[config.mk]
export PLATFORM = sky130hd
export DESIGN_NAME = fpp_pipeline
export DESIGN_NICKNAME = d
export VERILOG_FILES = /design/src/include/fpp_pkg.sv /design/src/include/fpp_phase_if.sv /design/src/hdl/fpp_phase_gen.sv /design/src/hdl/fpp_pipeline.sv
export SDC_FILE = /design/constraint.sdc
export NUM_CORES = 1
export LEC_CHECK = 0
export ABC_AREA = 1
export BUFFER_PORTS_ARGS = -buffer_cell sky130_fd_sc_hd__buf_4
export CORE_UTILIZATION = 45
export CTS_CLUSTER_DIAMETER = 150
export DETAILED_ROUTE_END_ITERATION = 10
export PLACE_DENSITY = 0.57
export REMOVE_ABC_BUFFERS = 1
export SYNTH_ARGS = -nofsm -noshare
export SYNTH_HDL_FRONTEND = slang
export SYNTH_SLANG_ARGS = --single-unit
[constraint.sdc]
create_clock -name sys_clk_in -period 3.85 [get_ports sys_clk_in]
set_clock_uncertainty 0.15 [all_clocks]
set_input_delay 0 -clock sys_clk_in [delete_from_list [all_inputs] [get_ports sys_clk_in]]
set_output_delay 0 -clock sys_clk_in [all_outputs]
set_load 0.005 [all_outputs]
[src/include/fpp_pkg.sv]
// Purpose: Shared constants and types for the four-phase fetch/execute pipeline
// Assumes: One system clock; program memory answers one cycle after an address
// Notes:   Phase codes are Gray along fetch, decode, ALU, write
package fpp_pkg;

    // Datapath and memory widths
    localparam int IR_W         = 16;
    localparam int PC_W         = 11;
    localparam int DW           = 8;
    localparam int DM_AW        = 6;
    localparam int STACK_DEF    = 8;
    localparam int OP_MSB       = 15;
    localparam int OP_LSB       = 12;
    localparam int SYNC_SETTLE  = 2;

    // Special registers living in data memory
    localparam logic [DM_AW-1:0] DM_INDIRECT = 6'h00;
    localparam logic [DM_AW-1:0] DM_POINTER  = 6'h01;
    localparam logic [DM_AW-1:0] DM_STATUS   = 6'h02;
    localparam logic [DM_AW-1:0] DM_PCL      = 6'h03;

    // Status fields and reset values
    localparam int               STAT_ZERO_BIT  = 0;
    localparam int               STAT_CARRY_BIT = 1;
    localparam logic [DW-1:0]    STATUS_RESET   = 8'h00;
    localparam logic [DW-1:0]    ACC_RESET      = 8'h00;
    localparam logic [PC_W-1:0]  PC_RESET       = 11'h000;
    localparam logic [IR_W-1:0]  IR_RESET       = 16'h0000;
    localparam logic [3:0]       ONEHOT_RESET   = 4'h8;

    // Instruction phase clocks
    typedef enum logic [1:0] {
        PH_FETCH  = 2'h0,
        PH_DECODE = 2'h1,
        PH_ALU    = 2'h3,
        PH_WRITE  = 2'h2
    } fpp_phase_type;

    // System clock source selection
    typedef enum logic [1:0] {
        SRC_CRYSTAL = 2'h0,
        SRC_EXT_RC  = 2'h1,
        SRC_INT_RC  = 2'h2
    } fpp_clk_src_type;

    // Instruction opcodes, field [15:12]
    typedef enum logic [3:0] {
        OP_NOP  = 4'h0,
        OP_LDI  = 4'h1,
        OP_LDA  = 4'h2,
        OP_STA  = 4'h3,
        OP_ADD  = 4'h4,
        OP_SUB  = 4'h5,
        OP_AND  = 4'h6,
        OP_OR   = 4'h7,
        OP_XOR  = 4'h8,
        OP_RRC  = 4'h9,
        OP_INC  = 4'ha,
        OP_DEC  = 4'hb,
        OP_SKZ  = 4'hc,
        OP_JMP  = 4'hd,
        OP_CALL = 4'he,
        OP_RET  = 4'hf
    } fpp_op_type;

endpackage

[src/include/fpp_phase_if.sv]
// Purpose: Carries phase and clock source state from the phase generator
// Assumes: Single clock domain
// Notes:   All signals come from flip-flops in the generator
`timescale 1ns/1ps
`default_nettype none
interface fpp_phase_if;
    import fpp_pkg::*;
    fpp_phase_type   phase;
    logic [3:0]      phase_onehot;
    fpp_clk_src_type clk_src;
    modport gen  (output phase, output phase_onehot, output clk_src);
    modport core (input phase, input phase_onehot, input clk_src);
endinterface
`default_nettype wire

[src/hdl/fpp_phase_gen.sv]
// Purpose: Splits the system clock into four repeating instruction phases
// Assumes: clk_src_sel_in is a static strap from a pin
// Notes:   Source choice is caught once after reset release
`timescale 1ns/1ps
`default_nettype none
module fpp_phase_gen
    import fpp_pkg::*;
(
    input  wire logic   sys_clk_in,
    input  wire logic   reset_in,
    input  wire logic [1:0] clk_src_sel_in,
    fpp_phase_if.gen    ph
);

    logic [1:0]      sel_meta_reg;
    logic [1:0]      sel_sync_reg;
    logic [1:0]      settle_reg;
    logic [1:0]      settle_next;
    logic            captured_reg;
    logic            captured_next;
    fpp_clk_src_type src_reg;
    fpp_clk_src_type src_next;
    fpp_phase_type   phase_reg;
    fpp_phase_type   phase_next;
    logic [3:0]      onehot_reg;
    logic [3:0]      onehot_next;

    // Phase order and strap capture
    always_comb begin
        unique case (phase_reg)
            PH_FETCH:  phase_next = PH_DECODE;
            PH_DECODE: phase_next = PH_ALU;
            PH_ALU:    phase_next = PH_WRITE;
            PH_WRITE:  phase_next = PH_FETCH;
        endcase
        onehot_next = 4'h1 << phase_idx(phase_next);
        settle_next = settle_reg;
        captured_next = captured_reg;
        src_next = src_reg;
        if (settle_reg != 2'(SYNC_SETTLE)) begin
            settle_next = 2'(settle_reg + 2'h1);
        end else if (!captured_reg) begin
            captured_next = 1'b1;
            // Reserved code falls back to the crystal
            src_next = (sel_sync_reg == 2'h3) ? SRC_CRYSTAL
                                              : fpp_clk_src_type'(sel_sync_reg);
        end
    end

    // Map a phase to its one-hot position
    function automatic logic [1:0] phase_idx(input fpp_phase_type p);
        unique case (p)
            PH_FETCH:  phase_idx = 2'h0;
            PH_DECODE: phase_idx = 2'h1;
            PH_ALU:    phase_idx = 2'h2;
            PH_WRITE:  phase_idx = 2'h3;
        endcase
    endfunction

    // Registers; strap passes two flops first
    always_ff @(posedge sys_clk_in or posedge reset_in) begin
        if (reset_in) begin
            sel_meta_reg <= 2'h0;
            sel_sync_reg <= 2'h0;
            settle_reg   <= 2'h0;
            captured_reg <= 1'b0;
            src_reg      <= SRC_CRYSTAL;
            phase_reg    <= PH_WRITE;
            onehot_reg   <= ONEHOT_RESET;
        end else begin
            sel_meta_reg <= clk_src_sel_in;
            sel_sync_reg <= sel_meta_reg;
            settle_reg   <= settle_next;
            captured_reg <= captured_next;
            src_reg      <= src_next;
            phase_reg    <= phase_next;
            onehot_reg   <= onehot_next;
        end
    end

    assign ph.phase        = phase_reg;
    assign ph.phase_onehot = onehot_reg;
    assign ph.clk_src      = src_reg;
endmodule
`default_nettype wire

[src/hdl/fpp_pipeline.sv]
// Purpose: Fetch/execute sequencing core of a small 8-bit controller
// Assumes: Program memory returns data one cycle after prog_addr_out changes
// Notes:   Each instruction cycle spans four system clocks
// How it works
// - The system clock source is chosen once as crystal, external RC or internal RC.
// - The system clock is split into four non-overlapping phases in fixed order.
// - The program counter steps at the start of the fetch phase and a new fetch begins.
// - Decode and execution happen in the second, third and fourth phases.
// - One pass through the four phases is one instruction cycle.
// - Fetch of the next instruction overlaps execution, giving one instruction per cycle.
// - An instruction that changes the program counter costs one extra cycle.
// - A branch or call takes two cycles, one to get the target and one to transfer.
// - An 8-bit ALU does arithmetic, logic, rotate, increment and decrement; the skip test reads operand_reg directly.
// - Operands and results move through the accumulator and the ALU.
// - Special registers sit in data memory and are reached directly or indirectly.
// - The program counter advances by one unless a jump target is loaded.
// - A met skip condition discards the prefetched instruction for a dummy cycle.
`timescale 1ns/1ps
`default_nettype none
module fpp_pipeline
    import fpp_pkg::*;
#(
    parameter int STACK_DEPTH = STACK_DEF
) (
    input  wire logic            sys_clk_in,
    input  wire logic            reset_in,
    input  wire logic [1:0]      clk_src_sel_in,
    input  wire logic [IR_W-1:0] prog_data_in,
    output logic      [3:0]      phase_out,
    output logic      [1:0]      clk_src_out,
    output logic      [PC_W-1:0] prog_addr_out,
    output logic      [DW-1:0]   acc_out,
    output logic      [DW-1:0]   status_out,
    output logic                 exec_valid_out
);

    localparam int SP_W = $clog2(STACK_DEPTH);

    fpp_phase_if ph_if ();

    fpp_phase_gen u_phase_gen (
        .sys_clk_in     (sys_clk_in),
        .reset_in       (reset_in),
        .clk_src_sel_in (clk_src_sel_in),
        .ph             (ph_if.gen)
    );

    fpp_phase_type   ph;
    logic [PC_W-1:0] pc_reg,        pc_next;
    logic [PC_W-1:0] prog_addr_reg, prog_addr_next;
    logic [IR_W-1:0] exec_ir_reg,   exec_ir_next;
    logic            exec_valid_reg, exec_valid_next;
    logic            flush_reg,     flush_next;
    logic [SP_W-1:0] sp_reg,        sp_next;
    logic [PC_W-1:0] stack_mem [STACK_DEPTH];
    logic            push_en;
    logic [DW-1:0]   operand_reg,   operand_next;
    logic [DW-1:0]   alu_res_reg,   alu_res_next;
    logic            carry_reg,     carry_next;
    logic [DW-1:0]   acc_reg,       acc_next;
    logic [DW-1:0]   status_reg,    status_next;
    logic [DW-1:0]   dm_mem [2**DM_AW];
    logic            dm_we;
    logic [DM_AW-1:0] dm_ea;
    logic [DW-1:0]   rd_data;
    logic [DW-1:0]   ind_data;
    fpp_op_type      op;
    logic            is_branch;
    logic            is_alu;
    logic [DW:0]     alu_out;

    assign ph = ph_if.phase;

    // Indirect window resolves through the pointer register
    function automatic logic [DM_AW-1:0] eff_addr(input logic [DM_AW-1:0] a,
                                                  input logic [DW-1:0]    p);
        eff_addr = (a == DM_INDIRECT) ? p[DM_AW-1:0] : a;
    endfunction

    // Decode of the instruction in execution
    always_comb begin
        op        = fpp_op_type'(exec_ir_reg[OP_MSB:OP_LSB]);
        is_branch = exec_valid_reg && (op == OP_JMP || op == OP_CALL || op == OP_RET);
        is_alu    = (op >= OP_LDA) && (op <= OP_DEC) && (op != OP_STA);
        dm_ea     = eff_addr(exec_ir_reg[DM_AW-1:0], dm_mem[DM_POINTER]);
        ind_data  = dm_mem[eff_addr(DM_INDIRECT, dm_mem[DM_POINTER])];
        if (dm_ea == DM_STATUS) begin
            rd_data = status_reg;
        end else if (dm_ea == DM_PCL) begin
            rd_data = prog_addr_reg[DW-1:0];
        end else begin
            rd_data = dm_mem[dm_ea];
        end
    end

    // ALU, every op takes operand_reg; add, subtract and logic ops also take the accumulator
    // Carry in is the status bit, so a store to status reaches the ALU
    always_comb begin
        unique case (op)
            OP_ADD:  alu_out = {1'b0, acc_reg} + {1'b0, operand_reg};
            OP_SUB:  alu_out = {1'b0, acc_reg} - {1'b0, operand_reg};
            OP_AND:  alu_out = {status_reg[STAT_CARRY_BIT], acc_reg & operand_reg};
            OP_OR:   alu_out = {status_reg[STAT_CARRY_BIT], acc_reg | operand_reg};
            OP_XOR:  alu_out = {status_reg[STAT_CARRY_BIT], acc_reg ^ operand_reg};
            OP_RRC:  alu_out = {operand_reg[0], status_reg[STAT_CARRY_BIT],
                                operand_reg[DW-1:1]};
            OP_INC:  alu_out = {1'b0, operand_reg} + 9'h001;
            OP_DEC:  alu_out = {1'b0, operand_reg} - 9'h001;
            default: alu_out = {status_reg[STAT_CARRY_BIT], operand_reg};
        endcase
    end

    // Sequencing: program counter, prefetch, flush and call stack
    always_comb begin
        pc_next         = pc_reg;
        prog_addr_next  = prog_addr_reg;
        exec_ir_next    = exec_ir_reg;
        exec_valid_next = exec_valid_reg;
        flush_next      = flush_reg;
        sp_next         = sp_reg;
        push_en         = 1'b0;
        unique case (ph)
            PH_ALU: begin
                // Branch decision in the third phase keeps the target ready for fetch
                if (is_branch) begin
                    flush_next = 1'b1;
                    if (op == OP_RET) begin
                        sp_next = SP_W'(sp_reg - 1'b1);
                        pc_next = stack_mem[SP_W'(sp_reg - 1'b1)];
                    end else begin
                        pc_next = exec_ir_reg[PC_W-1:0];
                    end
                    if (op == OP_CALL) begin
                        push_en = 1'b1;
                        sp_next = SP_W'(sp_reg + 1'b1);
                    end
                end else if (exec_valid_reg && op == OP_SKZ && operand_reg == '0) begin
                    flush_next = 1'b1;
                end
            end
            PH_WRITE: begin
                prog_addr_next  = pc_reg;
                pc_next         = PC_W'(pc_reg + 1'b1);
                exec_ir_next    = prog_data_in;
                exec_valid_next = !flush_reg;
                flush_next      = 1'b0;
            end
            default: begin
            end
        endcase
    end

    // Datapath: operand read, ALU result, accumulator writeback
    always_comb begin
        operand_next = operand_reg;
        alu_res_next = alu_res_reg;
        carry_next   = carry_reg;
        acc_next     = acc_reg;
        status_next  = status_reg;
        dm_we        = 1'b0;
        unique case (ph)
            PH_DECODE: operand_next = rd_data;
            PH_ALU: begin
                alu_res_next = alu_out[DW-1:0];
                carry_next   = alu_out[DW];
            end
            PH_WRITE: begin
                if (exec_valid_reg) begin
                    if (op == OP_LDI) begin
                        acc_next = exec_ir_reg[DW-1:0];
                    end else if (is_alu) begin
                        acc_next = alu_res_reg;
                        status_next[STAT_ZERO_BIT]  = (alu_res_reg == '0);
                        status_next[STAT_CARRY_BIT] = carry_reg;
                    end else if (op == OP_STA) begin
                        // Status takes the accumulator, counter low byte is read only
                        if (dm_ea == DM_STATUS) begin
                            status_next = acc_reg;
                        end else if (dm_ea != DM_PCL) begin
                            dm_we = 1'b1;
                        end
                    end
                end
            end
            default: begin
            end
        endcase
    end

    // Control and datapath registers
    always_ff @(posedge sys_clk_in or posedge reset_in) begin
        if (reset_in) begin
            pc_reg         <= PC_RESET;
            prog_addr_reg  <= PC_RESET;
            exec_ir_reg    <= IR_RESET;
            exec_valid_reg <= 1'b0;
            flush_reg      <= 1'b1; // First latch after reset is stale, so it is flushed
            sp_reg         <= '0;
            operand_reg    <= '0;
            alu_res_reg    <= '0;
            carry_reg      <= 1'b0;
            acc_reg        <= ACC_RESET;
            status_reg     <= STATUS_RESET;
        end else begin
            pc_reg         <= pc_next;
            prog_addr_reg  <= prog_addr_next;
            exec_ir_reg    <= exec_ir_next;
            exec_valid_reg <= exec_valid_next;
            flush_reg      <= flush_next;
            sp_reg         <= sp_next;
            operand_reg    <= operand_next;
            alu_res_reg    <= alu_res_next;
            carry_reg      <= carry_next;
            acc_reg        <= acc_next;
            status_reg     <= status_next;
        end
    end

    // Memories hold no reset, like the real arrays; return address is the flushed slot
    always_ff @(posedge sys_clk_in) begin
        if (push_en) begin
            stack_mem[sp_reg] <= prog_addr_reg;
        end
        if (dm_we) begin
            dm_mem[dm_ea] <= acc_reg;
        end
    end

    assign phase_out      = ph_if.phase_onehot;
    assign clk_src_out    = ph_if.clk_src;
    assign prog_addr_out  = prog_addr_reg;
    assign acc_out        = acc_reg;
    assign status_out     = status_reg;
    assign exec_valid_out = exec_valid_reg;
endmodule
`default_nettype wire

---- Yosys cells after proc, flatten, opt, wreduce, memory -nomap -nowiden ----
Memory sizes are Yosys's and may differ from the RTL's.
Index checks and enable logic that the tools add are counted.
storage, ports and cells
  register bits ........................... 91
  latch bits .............................. 0
  memory bits (writable) .................. 600
  bits in read-only memories .............. 0
  bits of input ports ..................... 20
  word-level logic and storage cells ...... 126
  memories ................................ 2
memories
  name       words  width  rd ports  clocked after Yosys merged registers in  write ports  line                text
  dm_mem     64     8      2         0                                        1            fpp_pipeline.sv:62  logic [DW-1:0] dm_mem [2**DM_AW];
  stack_mem  8      11     1         0                                        1            fpp_pipeline.sv:55  logic [PC_W-1:0] stack_mem [STACK_DEPTH];
cells by class
  add/sub/neg operators ................... 8
  multipliers ............................. 0
  div/mod/pow operators ................... 0
  magnitude comparators ................... 2
  equality and inequality tests ........... 28
  shift-type cells ........................ 1
  multiplexer cells ....................... 34
  bitwise operators ....................... 7
  reductions and logical operators ........ 25
operator list
  operator                 number
  $pmux W9 S8              1
  $eq A4 B4 Y1 const B     8
  $mux W8                  4
  $mux W11                 2
  $pmux W11 S2             1
  $eq A4 B3 Y1 const B     4
  $logic_not A8 Y1         2
  $mux W1                  16
  $pmux W2 S4              2
  $eq A6 B2 Y1 const B     2
  $add A11 B1 Y11 const B  1
  $eq A2 B2 Y1 const B     5
  $reduce_bool A2 Y1       5
  $add A8 B1 Y9 const B    1
  $add A8 B8 Y9            1
  $sub A8 B1 Y9 const B    1
  $sub A8 B8 Y9            1
  $and A8 B8 Y8            1
  $mux W2                  4
  $or A8 B8 Y8             1
  $xor A8 B8 Y8            1
  $logic_not A6 Y1         1
  $mux W3                  2
  $mux W6                  1
  23 further kinds         37

---- Longest topological paths before layout ----
Gate-level depths: netlist of run 1.
  depth after elaboration ................. 12
  gate-level depth with buffers ........... 23
  gate-level depth less buffers ........... 23

---- By module ----
A second synthesis of run 1 with hierarchy kept.
unflattened totals
  cells, all modules ...................... 3081
  area, all modules ....................... 31265.0 sq um
modules (own cells, without submodules)
  module         times used  cells an instance  area each (sq um)  seq. area each (sq um)
  fpp_pipeline   1           3037               30760.8            19895.3
  fpp_phase_gen  1           44                 504.2              377.9

---- Worst setup path after synthesis of run 1 ----
Ideal clock, no wire load.
  kind .................................... flip-flop to flip-flop
  start ................................... register acc_reg[1], in the netlist acc_out[1]
  end ..................................... register alu_res_reg[7]
  arrival ................................. 3349 ps
  data required time ...................... 3582 ps
  path slack .............................. 233 ps
  cell stages (with the launch flop) ...... 20
  path buffers ............................ 0
  period minus slack after synthesis ...... 3617 ps
  cell sequence ........................... dfrtp_1 inv_1 ha_1 inv_1 nor2_1 nor2_1 o21ai_0 ha_1 a21oi_1 nand2_1 nand2_1 nand2_1 a21oi_1 nor2_1 o21ai_0 nand3_1 nand3_1 nand4_1 nand3_1 nand2_1
between the ends
  cells in the longest elaborated chain, start to end .. 2
  elaborated cells between the ends (all ways) .. 3
RTL lines
  element                                                line                                      text
  start: declaration                                     fpp_pipeline.sv:60                        logic [DW-1:0] acc_reg, acc_next;
  start signal: assignment                               fpp_pipeline.sv:214                       acc_reg <= acc_next;
  $sub A8 B8 Y9 / $add A8 B8 Y9 (equally long branches)  fpp_pipeline.sv:101, fpp_pipeline.sv:100
  $pmux W9 S8 *                                          fpp_pipeline.sv:99                        unique case (op)
  end signal: assignment                                 fpp_pipeline.sv:212                       alu_res_reg <= alu_res_next;
  end: declaration                                       fpp_pipeline.sv:58                        logic [DW-1:0] alu_res_reg, alu_res_next;
Mark *: on every way between the ends. The rest lies on a longest branch, timed or not.
A chain may end at the register's enable or synchronous reset.

---- Worst setup path in the final report of run 1 ----
  start ................................... register exec_ir_reg[0]
  end ..................................... memory dm_mem[40][4], enable pin
between the ends
  cells in the longest elaborated chain, start to end .. 12
  elaborated cells between the ends (all ways) .. 13
RTL lines
  element                        line                 text
  start: declaration             fpp_pipeline.sv:51   logic [IR_W-1:0] exec_ir_reg, exec_ir_next;
  start signal: assignment       fpp_pipeline.sv:207  exec_ir_reg <= exec_ir_next;
  $logic_not A6 Y1               fpp_pipeline.sv:77   eff_addr = (a == DM_INDIRECT) ? p[DM_AW-1:0] : a;
  $mux W6 *                      fpp_pipeline.sv:77
  $ne A6 B2 Y1                   fpp_pipeline.sv:179  end else if (dm_ea != DM_PCL) begin
  $mux W1                        fpp_pipeline.sv:179
  $mux W1                        fpp_pipeline.sv:177  if (dm_ea == DM_STATUS) begin
  $mux W1                        fpp_pipeline.sv:175  end else if (op == OP_STA) begin
  $mux W1                        fpp_pipeline.sv:171  end else if (is_alu) begin
  $mux W1                        fpp_pipeline.sv:169  if (op == OP_LDI) begin
  $mux W1                        fpp_pipeline.sv:168  if (exec_valid_reg) begin
  $mux W1                        fpp_pipeline.sv:161  unique case (ph)
  $mux W1                        fpp_pipeline.sv:224  if (dm_we) begin
  $mux W1 (implied by the code)  fpp_pipeline.sv:225  dm_mem[dm_ea] <= acc_reg;
  end: declaration               fpp_pipeline.sv:62
Marked as above.

==> impl_metrics.yaml, run 1 <==
critical_path:
  cp_slowest_stage_delay_ns: 0.61
  arrival_ns: 3.76
  r2r-end: "dm_mem[40][4]$_DFFE_PP_"
  rr_worst_depth: 13
  crit_type: "reg -> reg"
  crit_fanout: 10
  cp-end-kind: "register"
  slowest_stage: "nand2_1"
  startpoint_type: "register"
  r2r_setup_slack_ns: 0.29
  setup.worst_path.start: "exec_ir_reg[0]$_DFFE_PP0P_"
  required_ns: 4.05
  path_cells: "nor2_1, nand3_2, nor2_1, nor2_4, nor2_4, nand2_1, nor2_4, clkinv_2, nand3_4, nor2_2, nand2_1, nor2_1, buf_4"
  crit-reg2reg-launch: "exec_ir_reg[0]$_DFFE_PP0P_"
synthesis:
  yosys_warnings: 0
  synth-edff-count: 598
  ys_seq_area_frac: 0.664
  syn_inst: 2983
  synth_cell_type_count: 47
  syn_area_mm2: 0.0305
  syn_avg_cell_area_um2: 10.2
  synth-async-reset-ratio: 0.131
  synthFlopType: "edfxtp_1"
  yosys_register_bits: 688
route:
  wl_per_cell_um: 19.8
  drtPass1Iterations: 5
  vias: 21600
  ant_nets: 0
  drt_first_iter_violations: 2128
  wirelength_um: 80600
  remaining_drc_errors: 0
  vias_per_cell: 5.31
place:
  gp_congestion: 0.952
  port_buffers: 52
  dp_cells: 3907
  pre_cts_slack_ns: 0.351
  dpl.hpwl_um: 49000
global_route:
  grt_pass1_vias: 20800
  grt_pass1_wl_um: 123000
  grt_max_degree: 171
  grt-ovfl-total: 0
  grt_usage: 0.238
  antenna_found_initial: 0
worst_hold_path:
  min-delay-start: "prog_data_in[12]"
  holdPathEnd: "exec_ir_reg[12]$_DFFE_PP0P_"
  hold_depth: 4
  min_path_type: "in -> reg"
timing:
  setup_viol: 0
  fin_ws_ns: 0.289
  relSlewSlack: 0.299
  grt_setup_unrepaired: "false"
  tightest_slew_ns: 1.05
  slew_viol_final: 0
  finalCritPeriodShare: 0.925
  max_freq_ghz: 0.281
  layout_min_cycle_time_ns: 3.56
  hold_viol: 0
floorplan:
  rows: 95
  start_util: 0.454
  dieArea_mm2: 0.0687
  core_area_mm2: 0.0670
  ios: 54
  die_w_um: 262
  die_h_um: 262
clocking:
  root_buffer: "clkbuf_16"
  numCtsBuffers: 74
  clk_latency_ns: 0.62
  cts_tree: "built"
  cts_max_level: 3
  cts.sinks: 688
  cts_max_path_buffers: 3
  post_cts_resize_count: 0
  cts.clk_slew.worst_paths_ns: 0.06
pwr:
  power.density_mw_per_mm2: 555
  p_leak_uw: 0.0143
  irDropWorstVdd_mv: 0.433
final_layout:
  syn2layout_area_growth_pct: 14.7
  n_antenna_cell: 0
  final_cells: 4065
  largest_register_ffs: 510
  fill_cells: 6039
  finish.net_count: 3195
  drive_gt1_frac: 0.0984
flow_run:
  drv_cap: 0
status:
  outcome: "finished, final reports clean"
Yosys cell counts (12+ instances only):
cell	n	share of area
nand2_1	1142	0.14
edfxtp_1	598	0.59
inv_1	200	0.025
nor2_1	200	0.025
nand3_1	161	0.026
o21ai_0	147	0.024
dfrtp_1	87	0.071
a21oi_1	77	0.013
buf_2	58	0.0095
clkbuf_1	56	0.0069
ha_1	37	0.015
nor3_1	23	0.0038
o211ai_1	22	0.0054
o21ai_1	18	0.0030
o22ai_1	16	0.0033
o221ai_1	14	0.0040
mux2i_1	12	0.0039
power by group:
part	leakage (uW)	internal, uW	total [uW]	switching [uW]
clock	0.00112	3880	6720	2840
sequential	0.00650	8940	9320	383
combinational	0.00670	935	3380	2440
timing repair:
action                    4_1_cts  5_1_grt
hold endpoints to repair       77        0
buffers inserted                0        0
hold buffers                   26        0
cells in the final DEF, fill, tap and decap left out, drive strengths merged, types with 24 or more instances in the layout:
cell type	n
a21oi	77
buf	167
clkbuf	95
clkinv	36
dfrtp	87
dlygate4sd3	26
edfxtp	598
ha	37
inv	208
nand2	1143
nand3	166
nor2	207
nor3	24
o21ai	168
layer usage:
metal  vias up  wire (um)  part of all wire  track usage
met5         -          0                 0            0
met4         0       1870             0.023       0.0723
met3       128       5230             0.065       0.0366
met2       672      37100              0.46        0.375
met1     10500      36400              0.45        0.341
li1      10300          -                 -            -
through the flow:
| step | hold slack, ns | utilization | TNS, ns | instance area [um2] | total power, uW |
|---|---|---|---|---|---|
| finish | 0.0354 | 0.521 | 0 | 34900 | 19400 |
| global route | 0.0472 | 0.521 | 0 | 34900 | 20200 |
| global placement | -0.0391 | 0.484 | 0 | 32400 | 12700 |
| CTS | 0.00308 | 0.521 | 0 | 34900 | 19500 |
| detailed placement | -0.0383 | 0.484 | 0 | 32400 | 12800 |
| floorplan | -0.119 | - | -1103.66 | 29900 | 11300 |
how the worst max path moves through the flow:
stage,to,slack [ns],cells after the start
2_1_floorplan,dm_mem[17][0]$_DFFE_PP_,-2.32,12
6_report,dm_mem[40][4]$_DFFE_PP_,0.29,13
5_1_grt,dm_mem[8][6]$_DFFE_PP_,0.11,13
3_3_place_gp,dm_mem[40][7]$_DFFE_PP_,0.40,13
4_1_cts,dm_mem[40][4]$_DFFE_PP_,0.33,13
3_5_place_dp,dm_mem[40][0]$_DFFE_PP_,0.35,13
area by class of cell:
cell class | instances | area (um2) | share of cell area
inverter | 211 | 795 | 0.0227
clock inverter | 37 | 268 | 0.00766
sequential | 688 | 20200 | 0.579
timing repair buffer | 193 | 1600 | 0.0458
clock buffer | 95 | 2000 | 0.0574
tap | 873 | 1090 | 0.0313
multi-input combinational | 1968 | 8970 | 0.257
critical path: cells and delay by family (launching register included):
kind / cells / cell delay [ns]
and+or+nand+nor: 11 / 2.30
buffers and inverters: 2 / 0.39
DFF: 1 / 0.45
kinds of logic (layout without fill, tap and decap cells):
| family | Yosys count | after routing | synth area share |
|---|---|---|---|
| AO/OA/AOI/OAI | 324 | 324 | 0.0612 |
| flip-flops | 688 | 688 | 0.664 |
| XOR/XNOR | 11 | 11 | 0.00316 |
| AND/OR/NAND/NOR | 1567 | 1567 | 0.206 |
| buffers and inverters | 340 | 536 | 0.0453 |
| adder cells (fa/ha/maj) | 39 | 39 | 0.0165 |
| multiplexers | 13 | 13 | 0.00431 |
| other | 1 | 14 | 0.000123 |
No activity file was read; power rests on OpenSTA's default activity.
==> run 2: changes to the inputs <==
--- a/config.mk
+++ b/config.mk
@@ -10,7 +10,7 @@
 export CORE_UTILIZATION = 45
 export CTS_CLUSTER_DIAMETER = 150
 export DETAILED_ROUTE_END_ITERATION = 10
-export PLACE_DENSITY = 0.57
+export PLACE_DENSITY = 0.6
 export REMOVE_ABC_BUFFERS = 1
 export SYNTH_ARGS = -nofsm -noshare
 export SYNTH_HDL_FRONTEND = slang
==> constraint.sdc (replaced) <==
create_clock -name sys_clk_in -period 3.1 [get_ports sys_clk_in]
set_clock_uncertainty 0.15 [all_clocks]
set_input_delay 0 -clock sys_clk_in [delete_from_list [all_inputs] [get_ports sys_clk_in]]
set_output_delay 0 -clock sys_clk_in [all_outputs]
set_load 0.005 [all_outputs]
==> impl_metrics.yaml, run 2 (synthesis gave the netlist of run 1 again) <==
floorplan:
  core_area_mm2: 0.0670
  die_h_um: 262
  rows: 95
  ios: 54
  die_w_um: 262
  dieArea_mm2: 0.0687
  start_util: 0.454
critical_path:
  required_ns: 3.22
  crit_type: "reg -> reg"
  path_delay_family: "simple AND/OR/NAND/NOR gates"
  slowest_stage: "dfstp_2"
  cp_slowest_stage_delay_ns: 0.55
  crit-reg2reg-launch: "u_phase_gen.ph.phase[1]$_DFF_PP1_"
  path_cells: "inv_1, nor2_2, inv_1, nor2_1, inv_1, nor3_1, buf_4, nand3_4, nor2_2, nand2_1, buf_4, nor2_2"
  setup.worst_path.start: "u_phase_gen.ph.phase[1]$_DFF_PP1_"
  cp-end-kind: "register"
  arrival_ns: 3.06
  crit_fanout: 9
  critPathBufInv: 5
  startpoint_type: "register"
clocking:
  cts_tree: "built"
  clk_latency_ns: 0.62
  root_buffer: "clkbuf_16"
  numCtsBuffers: 74
  cts.clk_slew.worst_paths_ns: 0.06
  cts_max_level: 3
  cts_max_path_buffers: 3
  cts.sinks: 688
timing:
  setup_viol: 0
  finalCritPeriodShare: 0.948
  relSlewSlack: 0.327
  final.setup.tns_ns: 0
  layout_min_cycle_time_ns: 2.94
  fin_ws_ns: 0.162
  max_freq_ghz: 0.340
  hold_viol: 0
  tightest_slew_ns: 1.01
  slew_viol_final: 0
place:
  gp_congestion: 0.890
  port_buffers: 52
  dpl.hpwl_um: 50400
  dp_cells: 3937
  pre_cts_slack_ns: -0.0872
final_layout:
  fill_cells: 6012
  multi_input_area_mm2: 0.00911
  largest_register_ffs: 510
  final_common_cell: "nand2_1"
  regArea_mm2: 0.0202
  final_util: 0.529
  syn2layout_area_growth_pct: 16.3
  drive_gt1_frac: 0.115
  final_cells: 4099
  n_antenna_cell: 0
  final_cell_mix: "1141 x nand2_1, 598 x edfxtp_1, 199 x inv_1"
  finish.net_count: 3229
status:
  outcome: "finished, final reports clean"
global_route:
  grt_usage: 0.243
  grt_pass1_vias: 21300
  antenna_found_initial: 0
  grt_pass1_wl_um: 126000
  grt_max_degree: 102
  grt-ovfl-total: 0
pwr:
  irDropWorstVdd_mv: 0.621
  finalPower_uw: 24400
  power.density_mw_per_mm2: 688
  p_leak_uw: 0.0145
worst_hold_path:
  min_path_type: "in -> reg"
  min-delay-start: "prog_data_in[3]"
route:
  drt_first_iter_violations: 2091
  vias: 21800
  remaining_drc_errors: 0
  ant_nets: 0
  drtPass1Iterations: 5
  wl_per_cell_um: 20.0
  vias_per_cell: 5.31
  wirelength_um: 82000
flow_run:
  drv_cap: 0
==> run 2: cell types whose count changed in the layout (fill, tap and decap cells not counted), moves of 6 or more <==
cell / before / now
buf_4: 160 / 185
nor2_1: 197 / 176
nor2_2: 5 / 20
clkinv_2: 15 / 8
clkbuf_1: 17 / 23
nor2_4: 5 / 11
==> run 2: worst paths after layout <==
| kind | endpoint | slack, ns | cells past startpoint |
|---|---|---|---|
| max | dm_mem[24][5]$_DFFE_PP_ | 0.16 | 12 |
| min | exec_ir_reg[3]$_DFFE_PP0P_ | 0.02 | 4 |
| max reg2reg | dm_mem[24][5]$_DFFE_PP_ | 0.16 | 12 |
| min reg2reg | u_phase_gen.sel_sync_reg[1]$_DFF_PP0_ | 0.20 | 0 |
| max in group asynchronous | acc_out[5]$_DFFE_PP0P_ | 1.65 | 5 |
| min in group asynchronous | u_phase_gen.ph.phase_onehot[0]$_DFF_PP0_ | 0.34 | 4 |
==> run 2: power by group <==
part	leakage, uW	switching, uW	internal (uW)
Clock	0.00110	3560	4890
Combinational	0.00688	3200	1260
Sequential	0.00650	393	11100
Total	0.0145	7150	17200
==> run 2: layout make-up <==
cell class | instances | area share
Clock buffer | 98 | 0.0554
Clock inverter | 34 | 0.00890
Inverter | 211 | 0.0224
Multi-Input combinational cell | 1968 | 0.257
Sequential cell | 688 | 0.571
Tap cell | 873 | 0.0308
Timing Repair Buffer | 227 | 0.0547
==> run 2: what timing repair did <==
item | in CTS | in global routing
buffers inserted | 0 | 1
pin swaps | 0 | 1
resized for setup | 18 | 26
hold buffers | 29 | 0
endpoints found under the hold margin | 106 | 0
endpoints found under the setup margin | 122 | 448
==> run 2: worst register-to-register path, delay by kind of cell, from the launching register on <==
family / cells / cell delay [ns]
buffers and inverters: 5 / 0.60
flip-flops: 1 / 0.55
AND/OR/NAND/NOR: 7 / 1.29
==> run 2: metrics by stage <==
stage,hold WS (ns),cell area [um2]
detailed placement,-0.166,32700
floorplan,-0.119,29900
finish,0.0239,35400
global placement,-0.175,32700
global route,0.0486,35400
CTS,0.00501,35300
==> run 2: layer usage <==
layer  track usage  wire, um  vias up  part of all wire
met1         0.342     36000    10500              0.44
li1              -         -    10400                 -
met3        0.0431      5850      119             0.071
met4        0.0727      1840        0             0.022
met2         0.385     38300      722              0.47
met5             0         0        -                 0
==> run 3: changes to the inputs <==
--- a/config.mk
+++ b/config.mk
@@ -7,9 +7,11 @@
 export LEC_CHECK = 0
 export ABC_AREA = 1
 export BUFFER_PORTS_ARGS = -buffer_cell sky130_fd_sc_hd__buf_4
+export CAP_MARGIN = 20
 export CORE_UTILIZATION = 45
 export CTS_CLUSTER_DIAMETER = 150
 export DETAILED_ROUTE_END_ITERATION = 10
+export GPL_TIMING_DRIVEN = 0
 export PLACE_DENSITY = 0.6
 export REMOVE_ABC_BUFFERS = 1
 export SYNTH_ARGS = -nofsm -noshare
==> impl_metrics.yaml, run 3 (synthesis gave the netlist of run 1 again) <==
timing:
  final.setup.tns_ns: -8.05
  relSlewSlack: 0.335
  grt_setup_unrepaired: "true"
  setup_viol: 235
  timing.hold.ws_ns: 0.00931
  max_freq_ghz: 0.314
  slew_viol_final: 0
  hold_viol: 0
  fin_ws_ns: -0.0857
  tightest_slew_ns: 0.997
  finalCritPeriodShare: 1.03
  layout_min_cycle_time_ns: 3.19
place:
  place_area_mm2: 0.0323
  port_buffers: 52
  pre_cts_slack_ns: -2.29
  gp_congestion: 0.884
  dpl.hpwl_um: 49200
clocking:
  cts_max_path_buffers: 3
  cts_max_level: 3
  cts.clk_slew.worst_paths_ns: 0.07
  clk_latency_ns: 0.64
  cts.sinks: 688
  numCtsBuffers: 72
  root_buffer: "clkbuf_16"
  cts_tree: "built"
critical_path:
  cp-end-kind: "register"
  arrival_ns: 3.37
  crit_type: "reg -> reg"
  crit_fanout: 6
  startpoint_type: "register"
  required_ns: 3.29
final_layout:
  drive_gt1_frac: 0.174
  fill_cells: 5474
  final_util: 0.570
  finish.net_count: 3298
  syn2layout_area_growth_pct: 25.4
  n_antenna_cell: 0
  fin_area_mm2: 0.0382
  largest_register_ffs: 510
  final_common_cell: "nand2_1"
  final_cell_mix: "1118 x nand2_1, 598 x edfxtp_1, 185 x inv_1"
floorplan:
  die_w_um: 262
  die_h_um: 262
  rows: 95
  core_area_mm2: 0.0670
  ios: 54
  dieArea_mm2: 0.0687
  start_util: 0.454
pwr:
  p_leak_uw: 0.0154
  power.density_mw_per_mm2: 666
  irDropWorstVdd_mv: 0.493
route:
  drt_first_iter_violations: 2574
  wl_per_cell_um: 21.8
  wirelength_um: 91000
  drtPass1Iterations: 5
  remaining_drc_errors: 0
  vias_per_cell: 5.52
  ant_nets: 0
  vias: 23000
global_route:
  antenna_found_initial: 1
  grt_pass1_wl_um: 131000
  grt-ovfl-total: 0
  grt_usage: 0.256
  grt_max_degree: 68
  grt_pass1_vias: 21400
status:
  violations: "negative setup slack"
  outcome: "finished, violations left"
flow_run:
  drv_cap: 0
worst_hold_path:
  min_path_type: "in -> reg"
[run 3: cell count changes in the layout (fill, tap and decap cells not counted), moves of 14 or more]
cell | before | now
buf_12 | 11 | 55
buf_16 | 1 | 19
buf_4 | 185 | 139
buf_6 | 1 | 35
inv_1 | 199 | 185
nand2_1 | 1141 | 1118
nand2_2 | 1 | 17
nor2_1 | 176 | 119
nor2_4 | 11 | 78
[run 3: area by class of cell]
cell class | instances | area (um2) | share of cell area
clock inverter | 40 | 395 | 0.0104
clock buffer | 92 | 1910 | 0.0500
tap | 873 | 1090 | 0.0286
timing repair buffer | 289 | 3660 | 0.0958
sequential | 688 | 20200 | 0.530
multi-input combinational | 1975 | 10000 | 0.262
inverter | 211 | 860 | 0.0225
timing repair inverter | 2 | 10.0 | 0.000262
[run 3: final timing paths]
kind,startpoint,endpoint,slack [ns],cells past startpoint
max,exec_ir_reg[1]$_DFFE_PP0P_,dm_mem[39][5]$_DFFE_PP_,-0.09,18
min,prog_data_in[6],exec_ir_reg[6]$_DFFE_PP0P_,0.009,4
max reg2reg,exec_ir_reg[1]$_DFFE_PP0P_,dm_mem[39][5]$_DFFE_PP_,-0.09,18
min reg2reg,u_phase_gen.sel_meta_reg[0]$_DFF_PP0_,u_phase_gen.sel_sync_reg[0]$_DFF_PP0_,0.21,0
max in group asynchronous,reset_in,flush_reg$_DFFE_PP1P_,1.76,5
min in group asynchronous,reset_in,u_phase_gen.ph.phase_onehot[0]$_DFF_PP0_,0.38,4
[run 3: layer usage]
metal,GRT usage,vias up,part of all wire
met3,0.0420,171,0.081
met5,0,-,0
met4,0.101,0,0.033
met2,0.396,1027,0.47
li1,-,10600,-
met1,0.362,11300,0.42
[run 3: power by group]
part,internal (uW),switching [uW],leakage (uW)
Clock,4890,3630,0.00111
Sequential,11100,655,0.00650
Combinational,1840,3340,0.00776
Total,17800,7620,0.0154
[run 3: critical path, stage by stage (launching register included)]
cell	delay (ns)
dfrtp_2	0.43
nor2_4	0.16
buf_6	0.11
nand4_1	0.14
buf_6	0.18
buf_12	0.13
nand2_8	0.07
buf_16	0.14
nor2_4	0.06
nand2_4	0.09
nor2_4	0.06
clkinv_4	0.07
nand3_4	0.16
nor2_4	0.21
buf_6	0.13
nand3_4	0.10
buf_12	0.18
nor2_4	0.13
buf_12	0.14
[run 3: repair_timing]
item	4_1_cts	5_1_grt
endpoints found under the setup margin	585	552
hold endpoints to repair	107	0
hold buffers	27	0
gates resized for setup	192	119
buffers inserted	101	53
pin swaps	61	54
cloned	15	10
[run 3: through the flow]
stage                     power, uW  instances
after floorplan               14000       2867
final                         25400       4170
after detailed placement      16000       3833
after global routing          26300       4170
after CTS                     25000       4108
after global placement        15800       3792
